File: config.mk
export PLATFORM = sky130hd
export DESIGN_NAME = sdl_loader
export DESIGN_NICKNAME = d
export VERILOG_FILES = /design/src/hw/sdl_pkg.sv /design/src/hw/sdl_shift_if.sv /design/src/hw/sdl_loader.sv /design/src/hw/sdl_shift.sv
export SDC_FILE = /design/constraint.sdc
export NUM_CORES = 1
export LEC_CHECK = 0
export ABC_AREA = 1
export BUFFER_PORTS_ARGS = -buffer_cell sky130_fd_sc_hd__buf_2
export CAP_MARGIN = 20
export CORE_MARGIN = 2
export CORE_UTILIZATION = 51
export CTS_CLUSTER_DIAMETER = 40
export CTS_CLUSTER_SIZE = 30
export DETAILED_ROUTE_END_ITERATION = 10
export GPL_TIMING_DRIVEN = 0
export PLACE_DENSITY = 0.85
export REMOVE_ABC_BUFFERS = 1
export SETUP_SLACK_MARGIN = 0.15
export SYNTH_ARGS = -nofsm -noshare
export SYNTH_HDL_FRONTEND = slang
export SYNTH_HIERARCHICAL = 1
export SYNTH_SLANG_ARGS = --single-unit
File: constraint.sdc
create_clock -name clock -period 1.3 [get_ports clock]
set_input_delay 0.065 -clock clock [delete_from_list [all_inputs] [get_ports clock]]
set_output_delay 0.065 -clock clock [all_outputs]
set_load 0.05 [all_outputs]
File: src/hw/sdl_pkg.sv
// Constants and types for the serial converter word loader
// Behaviour
// - Each of the first sixteen falling link clock edges after frame start shifts one data bit into 16-bit register.
// - Host pulls active-low frame select to start; shifting happens only while it stays low.
// - On the sixteenth clock of a frame the word updates the output register.
// - Frame select rising before sixteenth edge aborts; partial word dropped, output kept.
// - Reset puts output code at zero volts until first complete valid frame.
// - Output register holds a 10-bit code selecting one of 1024 levels.
// - A mode field in the word selects power-down, which stops normal output.
package sdl_pkg;
   localparam int WORD_W = 16;
   localparam int CODE_W = 10;
   localparam int MODE_W = 2;
   localparam int CNT_W = 5;
   localparam int STAT_W = 16;
   localparam int MODE_LO = 12;
   localparam int CODE_LO = 2;
   localparam logic [CNT_W-1:0] LAST_BIT = 5'h0F;
   localparam logic [CODE_W-1:0] CODE_RST = 10'h000;
   localparam logic [MODE_W-1:0] MODE_NORMAL = 2'h0;
   localparam logic [MODE_W-1:0] MODE_PD_LOW_R = 2'h1;
   localparam logic [MODE_W-1:0] MODE_PD_HIGH_R = 2'h2;
   localparam logic [MODE_W-1:0] MODE_PD_OPEN = 2'h3;
   localparam int LINK_CLK_MAX_KHZ = 30000;
   localparam int SYS_CLK_KHZ = 125000;
   localparam int LINK_HALF_MIN_CYC = SYS_CLK_KHZ / (2 * LINK_CLK_MAX_KHZ);

   typedef enum logic [1:0] {
      ST_IDLE,
      ST_SHIFT,
      ST_LOAD,
      ST_HOLD
   } sdl_state_t;
endpackage

File: src/hw/sdl_shift_if.sv
// Carrier between the loader control and its shift register
`timescale 1ns/100ps
interface sdl_shift_if;
   import sdl_pkg::*;
   logic clear;
   logic shift;
   logic bit_in;
   logic [WORD_W-1:0] word;
   logic [CNT_W-1:0] count;

   modport ctrl (
      output clear,
      output shift,
      output bit_in,
      input word,
      input count
   );
   modport shifter (
      input clear,
      input shift,
      input bit_in,
      output word,
      output count
   );
endinterface

File: src/hw/sdl_loader.sv
// Serial word loader for a 10-bit voltage output converter
`timescale 1ns/100ps
module sdl_loader (
   // System
   input wire logic clock,
   input wire logic rst,
   // Serial link pins
   input wire logic link_clk,
   input wire logic frame_n,
   input wire logic ser_in,
   // Converter side
   output logic [sdl_pkg::CODE_W-1:0] analog_output,
   output logic [sdl_pkg::MODE_W-1:0] pd_mode,
   output logic power_down,
   output logic out_enable,
   // Status
   output logic frame_busy,
   output logic word_loaded,
   output logic frame_aborted,
   output logic extra_clock,
   output logic [sdl_pkg::STAT_W-1:0] load_count,
   output logic [sdl_pkg::STAT_W-1:0] abort_count
);
   import sdl_pkg::*;

   typedef struct packed {
      logic [1:0] clk_s;
      logic [1:0] frm_s;
      logic [1:0] din_s;
      logic clk_prev;
      logic frm_prev;
      sdl_state_t st;
      logic [CODE_W-1:0] code;
      logic [MODE_W-1:0] mode;
      logic pd;
      logic oe;
      logic busy;
      logic loaded;
      logic aborted;
      logic extra;
      logic [STAT_W-1:0] n_load;
      logic [STAT_W-1:0] n_abort;
   } sdl_top_st_t;

   sdl_top_st_t s_r;
   sdl_top_st_t s_nxt;

   sdl_shift_if sh ();

   sdl_shift u_shift (
      .clock (clock),
      .rst (rst),
      .sh (sh.shifter)
   );

   // Power-down modes are every mode but normal
   function automatic logic is_pd(input logic [MODE_W-1:0] m);
      is_pd = (m != MODE_NORMAL);
   endfunction

   logic clk_fall;
   logic frm_low;
   logic frm_rise;

   always_comb begin
      clk_fall = s_r.clk_prev & ~s_r.clk_s[1];
      frm_low = ~s_r.frm_s[1];
      frm_rise = s_r.frm_s[1] & ~s_r.frm_prev;
   end

   always_comb begin
      s_nxt = s_r;
      sh.clear = 1'b0;
      sh.shift = 1'b0;
      sh.bit_in = s_r.din_s[1];

      // Two-stage synchronisers
      s_nxt.clk_s = {s_r.clk_s[0], link_clk};
      s_nxt.frm_s = {s_r.frm_s[0], frame_n};
      s_nxt.din_s = {s_r.din_s[0], ser_in};
      s_nxt.clk_prev = s_r.clk_s[1];
      s_nxt.frm_prev = s_r.frm_s[1];

      s_nxt.loaded = 1'b0;
      s_nxt.aborted = 1'b0;
      s_nxt.extra = 1'b0;

      case (s_r.st)
         ST_IDLE: begin
            if (frm_low) begin
               sh.clear = 1'b1;
               s_nxt.st = ST_SHIFT;
            end
         end
         ST_SHIFT: begin
            if (frm_rise) begin
               // Partial word dropped, output untouched
               sh.clear = 1'b1;
               s_nxt.aborted = 1'b1;
               s_nxt.n_abort = STAT_W'(s_r.n_abort + 1'b1);
               s_nxt.st = ST_IDLE;
            end else if (frm_low && clk_fall) begin
               sh.shift = 1'b1;
               if (sh.count == LAST_BIT) begin
                  s_nxt.st = ST_LOAD;
               end
            end
         end
         ST_LOAD: begin
            // Word complete one cycle after the sixteenth edge
            s_nxt.code = sh.word[CODE_LO +: CODE_W];
            s_nxt.mode = sh.word[MODE_LO +: MODE_W];
            s_nxt.loaded = 1'b1;
            s_nxt.n_load = STAT_W'(s_r.n_load + 1'b1);
            s_nxt.st = ST_HOLD;
         end
         ST_HOLD: begin
            // Further clocks in this frame are not shifted; each only pulses extra_clock
            if (frm_rise || !frm_low) begin
               s_nxt.st = ST_IDLE;
            end else if (clk_fall) begin
               s_nxt.extra = 1'b1;
            end
         end
         default: begin
            s_nxt.st = ST_IDLE;
         end
      endcase

      s_nxt.pd = is_pd(s_nxt.mode);
      s_nxt.oe = ~is_pd(s_nxt.mode);
      s_nxt.busy = (s_nxt.st != ST_IDLE);
   end

   always_ff @(posedge clock) begin
      if (rst) begin
         s_r.clk_s <= 2'h3;
         s_r.frm_s <= 2'h3;
         s_r.din_s <= 2'h0;
         s_r.clk_prev <= 1'b1;
         s_r.frm_prev <= 1'b1;
         s_r.st <= ST_IDLE;
         s_r.code <= CODE_RST;
         s_r.mode <= MODE_NORMAL;
         s_r.pd <= 1'b0;
         s_r.oe <= 1'b1;
         s_r.busy <= 1'b0;
         s_r.loaded <= 1'b0;
         s_r.aborted <= 1'b0;
         s_r.extra <= 1'b0;
         s_r.n_load <= '0;
         s_r.n_abort <= '0;
      end else begin
         s_r <= s_nxt;
      end
   end

   assign analog_output = s_r.code;
   assign pd_mode = s_r.mode;
   assign power_down = s_r.pd;
   assign out_enable = s_r.oe;
   assign frame_busy = s_r.busy;
   assign word_loaded = s_r.loaded;
   assign frame_aborted = s_r.aborted;
   assign extra_clock = s_r.extra;
   assign load_count = s_r.n_load;
   assign abort_count = s_r.n_abort;
endmodule

File: src/hw/sdl_shift.sv
// Input shift register with bit counter
`timescale 1ns/100ps
module sdl_shift (
   // System
   input wire logic clock,
   input wire logic rst,
   // Control side
   sdl_shift_if.shifter sh
);
   import sdl_pkg::*;

   typedef struct packed {
      logic [WORD_W-1:0] word;
      logic [CNT_W-1:0] count;
   } sdl_shift_st_t;

   sdl_shift_st_t s_r;
   sdl_shift_st_t s_nxt;

   always_comb begin
      s_nxt = s_r;
      if (sh.clear) begin
         s_nxt.word = '0;
         s_nxt.count = '0;
      end else if (sh.shift) begin
         // MSB first
         s_nxt.word = {s_r.word[WORD_W-2:0], sh.bit_in};
         s_nxt.count = CNT_W'(s_r.count + 1'b1);
      end
   end

   always_ff @(posedge clock) begin
      if (rst) begin
         s_r <= '0;
      end else begin
         s_r <= s_nxt;
      end
   end

   assign sh.word = s_r.word;
   assign sh.count = s_r.count;
endmodule

# Yosys cells after proc, flatten, opt, wreduce, memory -nomap -nowiden
# Cells that the tools add are included.
[word_totals]
ff_bits = 79
elab_cells = 57
output_inout_bits = 50
inputBits = 5
[classes]
bitwise_logic = 8
n_reduce_logical = 9
n_eq_ne = 4
mux = 15
add_sub_neg = 3
[op_table]
columns = ["operator", "n"]
rows = [
  ["$add A16 B1 Y16 const B", 2],
  ["$mux W2", 6],
  ["$pmux W2 S4", 1],
  ["$mux W1", 7],
  ["$not A1 Y1", 6],
  ["$add A5 B1 Y5 const B", 1],
  ["$eq A5 B4 Y1 const B", 1],
  ["$eq A2 B2 Y1 const B", 2],
  ["$reduce_bool A2 Y1", 2],
  ["$reduce_or A2 Y1", 2],
  ["$reduce_or A3 Y1", 1],
  ["$and A1 B1 Y1", 2],
  ["$eq A2 B1 Y1 const B", 1],
  ["$logic_not A2 Y1", 1],
  ["$pmux W1 S2", 1],
  ["$reduce_and A2 Y1", 1],
  ["$logic_and A1 B1 Y1", 1],
  ["$logic_or A1 B1 Y1", 1],
]

# Longest topological paths before layout
[depth]
word_depth = 7
depth_mapped = 10
depth_no_buf = 10

# Cells and area by module
# The synthesis kept the hierarchy.
[modules_own_cells]
columns = ["module", "cells_each", "area_per_inst_um2", "instances", "seq_area_each_um2"]
rows = [
  ["sdl_loader", 388, 2856.5, 1, 1201.2],
  ["sdl_shift", 99, 775.7, 1, 420.4],
]

# Worst setup path before layout
# Ideal clock, no wire load.
[synth_path]
path_type = "reg-to-reg"
startpoint = "reg s_r[51] (netlist bit)"
endpoint = "reg u_shift.s_r (netlist bit u_shift/sh.count[2])"
setup_time_ps = 70
slack_ps = -70
path_stages_with_launch = 11
period_less_slack_ps = 1370
path_buffers = 2
arrival_ps = 1301
required_time_ps = 1230
path_cell_list = "dfxtp_1 > inv_2 > nand2_4 > inv_1 > nand2_1 > buf_6 > nand2_1 > nor2_1 > buf_2 > o21ai_1 > a21oi_1"
[synth_via]
elab_chain_len = 3
word_cells_on_any_way = 5
classes_between = "eq/ne: 1; mux: 2; reduce/logical: 2"
[synth_rtl]
columns = ["item", "line_no", "rtl"]
rows = [
  ["start, declared", "sdl_loader.sv:45", "sdl_top_st_t s_r;"],
  ["start signal, assigned", "sdl_loader.sv:154", "s_r <= s_nxt;"],
  ["$eq A2 B1 Y1 / $logic_not A2 Y1 (equally long branches)", "sdl_loader.sv:88", "case (s_r.st)"],
  ["$pmux W1 S2 (*)", "sdl_loader.sv:88", ""],
  ["net sh.clear", "sdl_shift_if.sv:5", "logic clear;"],
  ["$reduce_or A2 Y1 (no source line) (*)", "-", ""],
  ["end signal, assigned", "sdl_shift.sv:36", "s_r <= s_nxt;"],
  ["end, declared", "sdl_shift.sv:17", "sdl_shift_st_t s_r;"],
]
# The timed path passes the listed nets; every way through them passes the cells marked *.
# A chain may end at the register's enable or synchronous reset.

# Worst setup path in the final report
[layout_path]
startpoint = "reg s_r[50] (netlist bit)"
endpoint = "reg s_r[50] (netlist bit)"
[layout_via]
elab_chain_len = 4
word_cells_on_any_way = 10
classes_between = "eq/ne: 3; mux: 6; reduce/logical: 1"
[layout_rtl]
columns = ["item", "line_no", "rtl"]
rows = [
  ["$mux W2", "sdl_loader.sv:104", "if (sh.count == LAST_BIT) begin"],
  ["$mux W2", "sdl_loader.sv:102", "end else if (frm_low && clk_fall) begin"],
  ["$mux W2", "sdl_loader.sv:96", "if (frm_rise) begin"],
  ["$pmux W2 S4 (*)", "sdl_loader.sv:88", ""],
]
# Every way passes the cells marked *; elsewhere a longest branch is shown, timed or not.

==> reports/results.txt <==
setup ws final - -159 ps
hold path startpoint - rst
Max H-tree Level - 3
Crit path top cell by count - nor2_1
Ant. Diodes - 0
cells along the critical path - inv_6 > buf_6 > o21ai_0 > nand2_1 > nor2_1 > nor2_1
Max Fclk - 685 MHz
vias in the first global route - 2,781
Worst Hold Path EP - load_count[11]
Port-buffer cells - 54
total CTS buffers - 9
Netlist Area Pre-Place - 3570 sq um
RSZ-0062 raised after global routing - true
Slew Viols, Final - 0
largest net degree at the start of global routing - 28
P&R area growth vs syn - 32.1%
Initial DRT Pass Iterations - 5
Final Hold Viols - 0
Finished Layout Cells - 634
worst path bufs/invs - 2
setup slack, reg-to-reg - -160 ps
clk sinks - 79
CP max FO - 3
FILL cells - 470
Slowest cell on crit path - dfxtp_4
max-cap violations - 0
Worst Setup End Kind - flop
Crit path largest cell delay - 410 ps
fin crit share - 1.12
Inst Count DP - 573
first-pass GRT wire length - 12,100 um
Die W - 87.6 um
failing checks - negative setup slack
setup tns final - -2540 ps
cells after synthesis - 479
Remaining DRCs - 0
Fin Clk Skew - 13.3 ps
min cycle time layout - 1460 ps
reg-to-reg startpoint - s_r[50]
Hold Path Class - in -> reg
Via density - 5.17
yosys synthesis warning count - 6
Slew headroom - 0.597
CTS tree - built
clk slew on worst S/H paths - 80 ps
Startpoint Class - flop
DP Wirelength - 4580 um
Total Routing Usage GR - 0.203
drt wl/cell - 14.5 um
Total Nets Final - 541
CP Class - reg -> reg
Worst VDD drop - 0.654 mV
Multi-input gate area - 1750 sq um
Routed Antenna Nets - 0
cell row count - 30
GP Congestion - 0.877
Ports - 55
dpl ws - -910 ps
Hold Path Depth - 2
WP data arrival - 1680 ps
core area - 6790 sq um
Finish-stage setup viols - 35
drt total wl - 9190 um
layout cell share with drive strength beyond 1 - 0.407
commonest non-fill, non-tap cell in the layout - nor2_1
slew of the pin with the lowest slew margin - 604 ps
Clock Path Buffers - 2
CTS root buf - clkbuf_8
Die H - 87.6 um
worst skew pair latency - 360 ps
R2R depth - 6
initial antenna violation count - 0
Starting Density - 0.525
worst r2r dst - s_r[50]
Avg Cell Area, Syn - 7.45 sq um
fin util - 0.694
via count - 3,276
status - finished with violations
Leakage Power - 2.10 nW
DRT iter0 DRCs - 212
CP required - 1520 ps
DIE AREA - 7680 sq um
Top delay family on crit path - flip-flops
Register Area - 1630 sq um
commonest cells after routing, fill and taps aside - nor2_1, dfxtp_1, nand2_1
P per Cell Area - 1030 nW/um^2
global route overflow - 0
## how the worst max path moves through the flow
stage | from | end | cells after the start
after floorplan | s_r[51] | u_shift/sh.count[0] | 8
after global placement | s_r[51] | u_shift/sh.count[0] | 8
after detailed placement | s_r[51] | u_shift/sh.count[2] | 8
after CTS | s_nxt[52] | abort_count[8] | 8
after global routing | s_r[50] | s_r[50] | 6
final | s_r[50] | s_r[50] | 6
## sequential cells by signal, indices dropped and copies added (netlist names)
| signal | cells |
|---|---|
| s_nxt | 5 |
| pd_mode | 2 |
| load_count | 16 |
| u_shift/sh.count | 5 |
| extra_clock | 1 |
| power_down | 1 |
| word_loaded | 1 |
| frame_busy | 1 |
| analog_output | 10 |
| abort_count | 16 |
| frame_aborted | 1 |
| u_shift/sh.word | 14 |
| out_enable | 1 |
| s_r | 5 |
## layout make-up
| cell class | count | area share |
|---|---|---|
| Multi-Input combinational cell | 297 | 0.370 |
| Clock inverter | 2 | 0.0127 |
| Sequential cell | 79 | 0.345 |
| Timing Repair Buffer | 99 | 0.163 |
| Timing Repair inverter | 1 | 0.00159 |
| Tap cell | 96 | 0.0255 |
| Inverter | 46 | 0.0433 |
| Clock buffer | 14 | 0.0388 |
## what timing repair did
action | in CTS | in global routing
resized for setup | 52 | 127
pin swaps | 19 | 47
endpoints found under the setup margin | 66 | 72
cloned | 1 | 3
buffers inserted | 18 | 20
hold buffers | 3 | 0
hold endpoints to repair | 3 | 0
## metrics by stage
step	cell area, sq um	total power, W	hold slack [ps]
after floorplan	3170	0.00257	134
after global placement	3560	0.00261	251
after detailed placement	3560	0.00261	254
after CTS	4120	0.00477	196
after global routing	4710	0.00499	232
final	4710	0.00485	196
## power by group
part / switching [W] / internal (W) / leakage (nW)
Sequential: 0.0000109 / 0.00242 / 0.649
Clock: 0.000885 / 0.00129 / 0.123
Combinational: 0.000135 / 0.000102 / 1.33
Total: 0.00103 / 0.00381 / 2.10
## worst reg2reg max path: cells and delay by family (launching register included)
family                 cells  cell delay (ps)
DFF                        1              410
and+or+nand+nor            3              400
AOI/OAI and AO/OA          1              340
buffers and inverters      2              180
## per-layer routing
metal / up-vias / global-route usage / share of wire
met5: - / 0 / 0
met4: 0 / 0.130 / 0.033
met3: 32 / 0.0405 / 0.051
met2: 127 / 0.338 / 0.51
met1: 1530 / 0.236 / 0.40
li1: 1587 / - / -
Power figures use the tool's default switching activity.
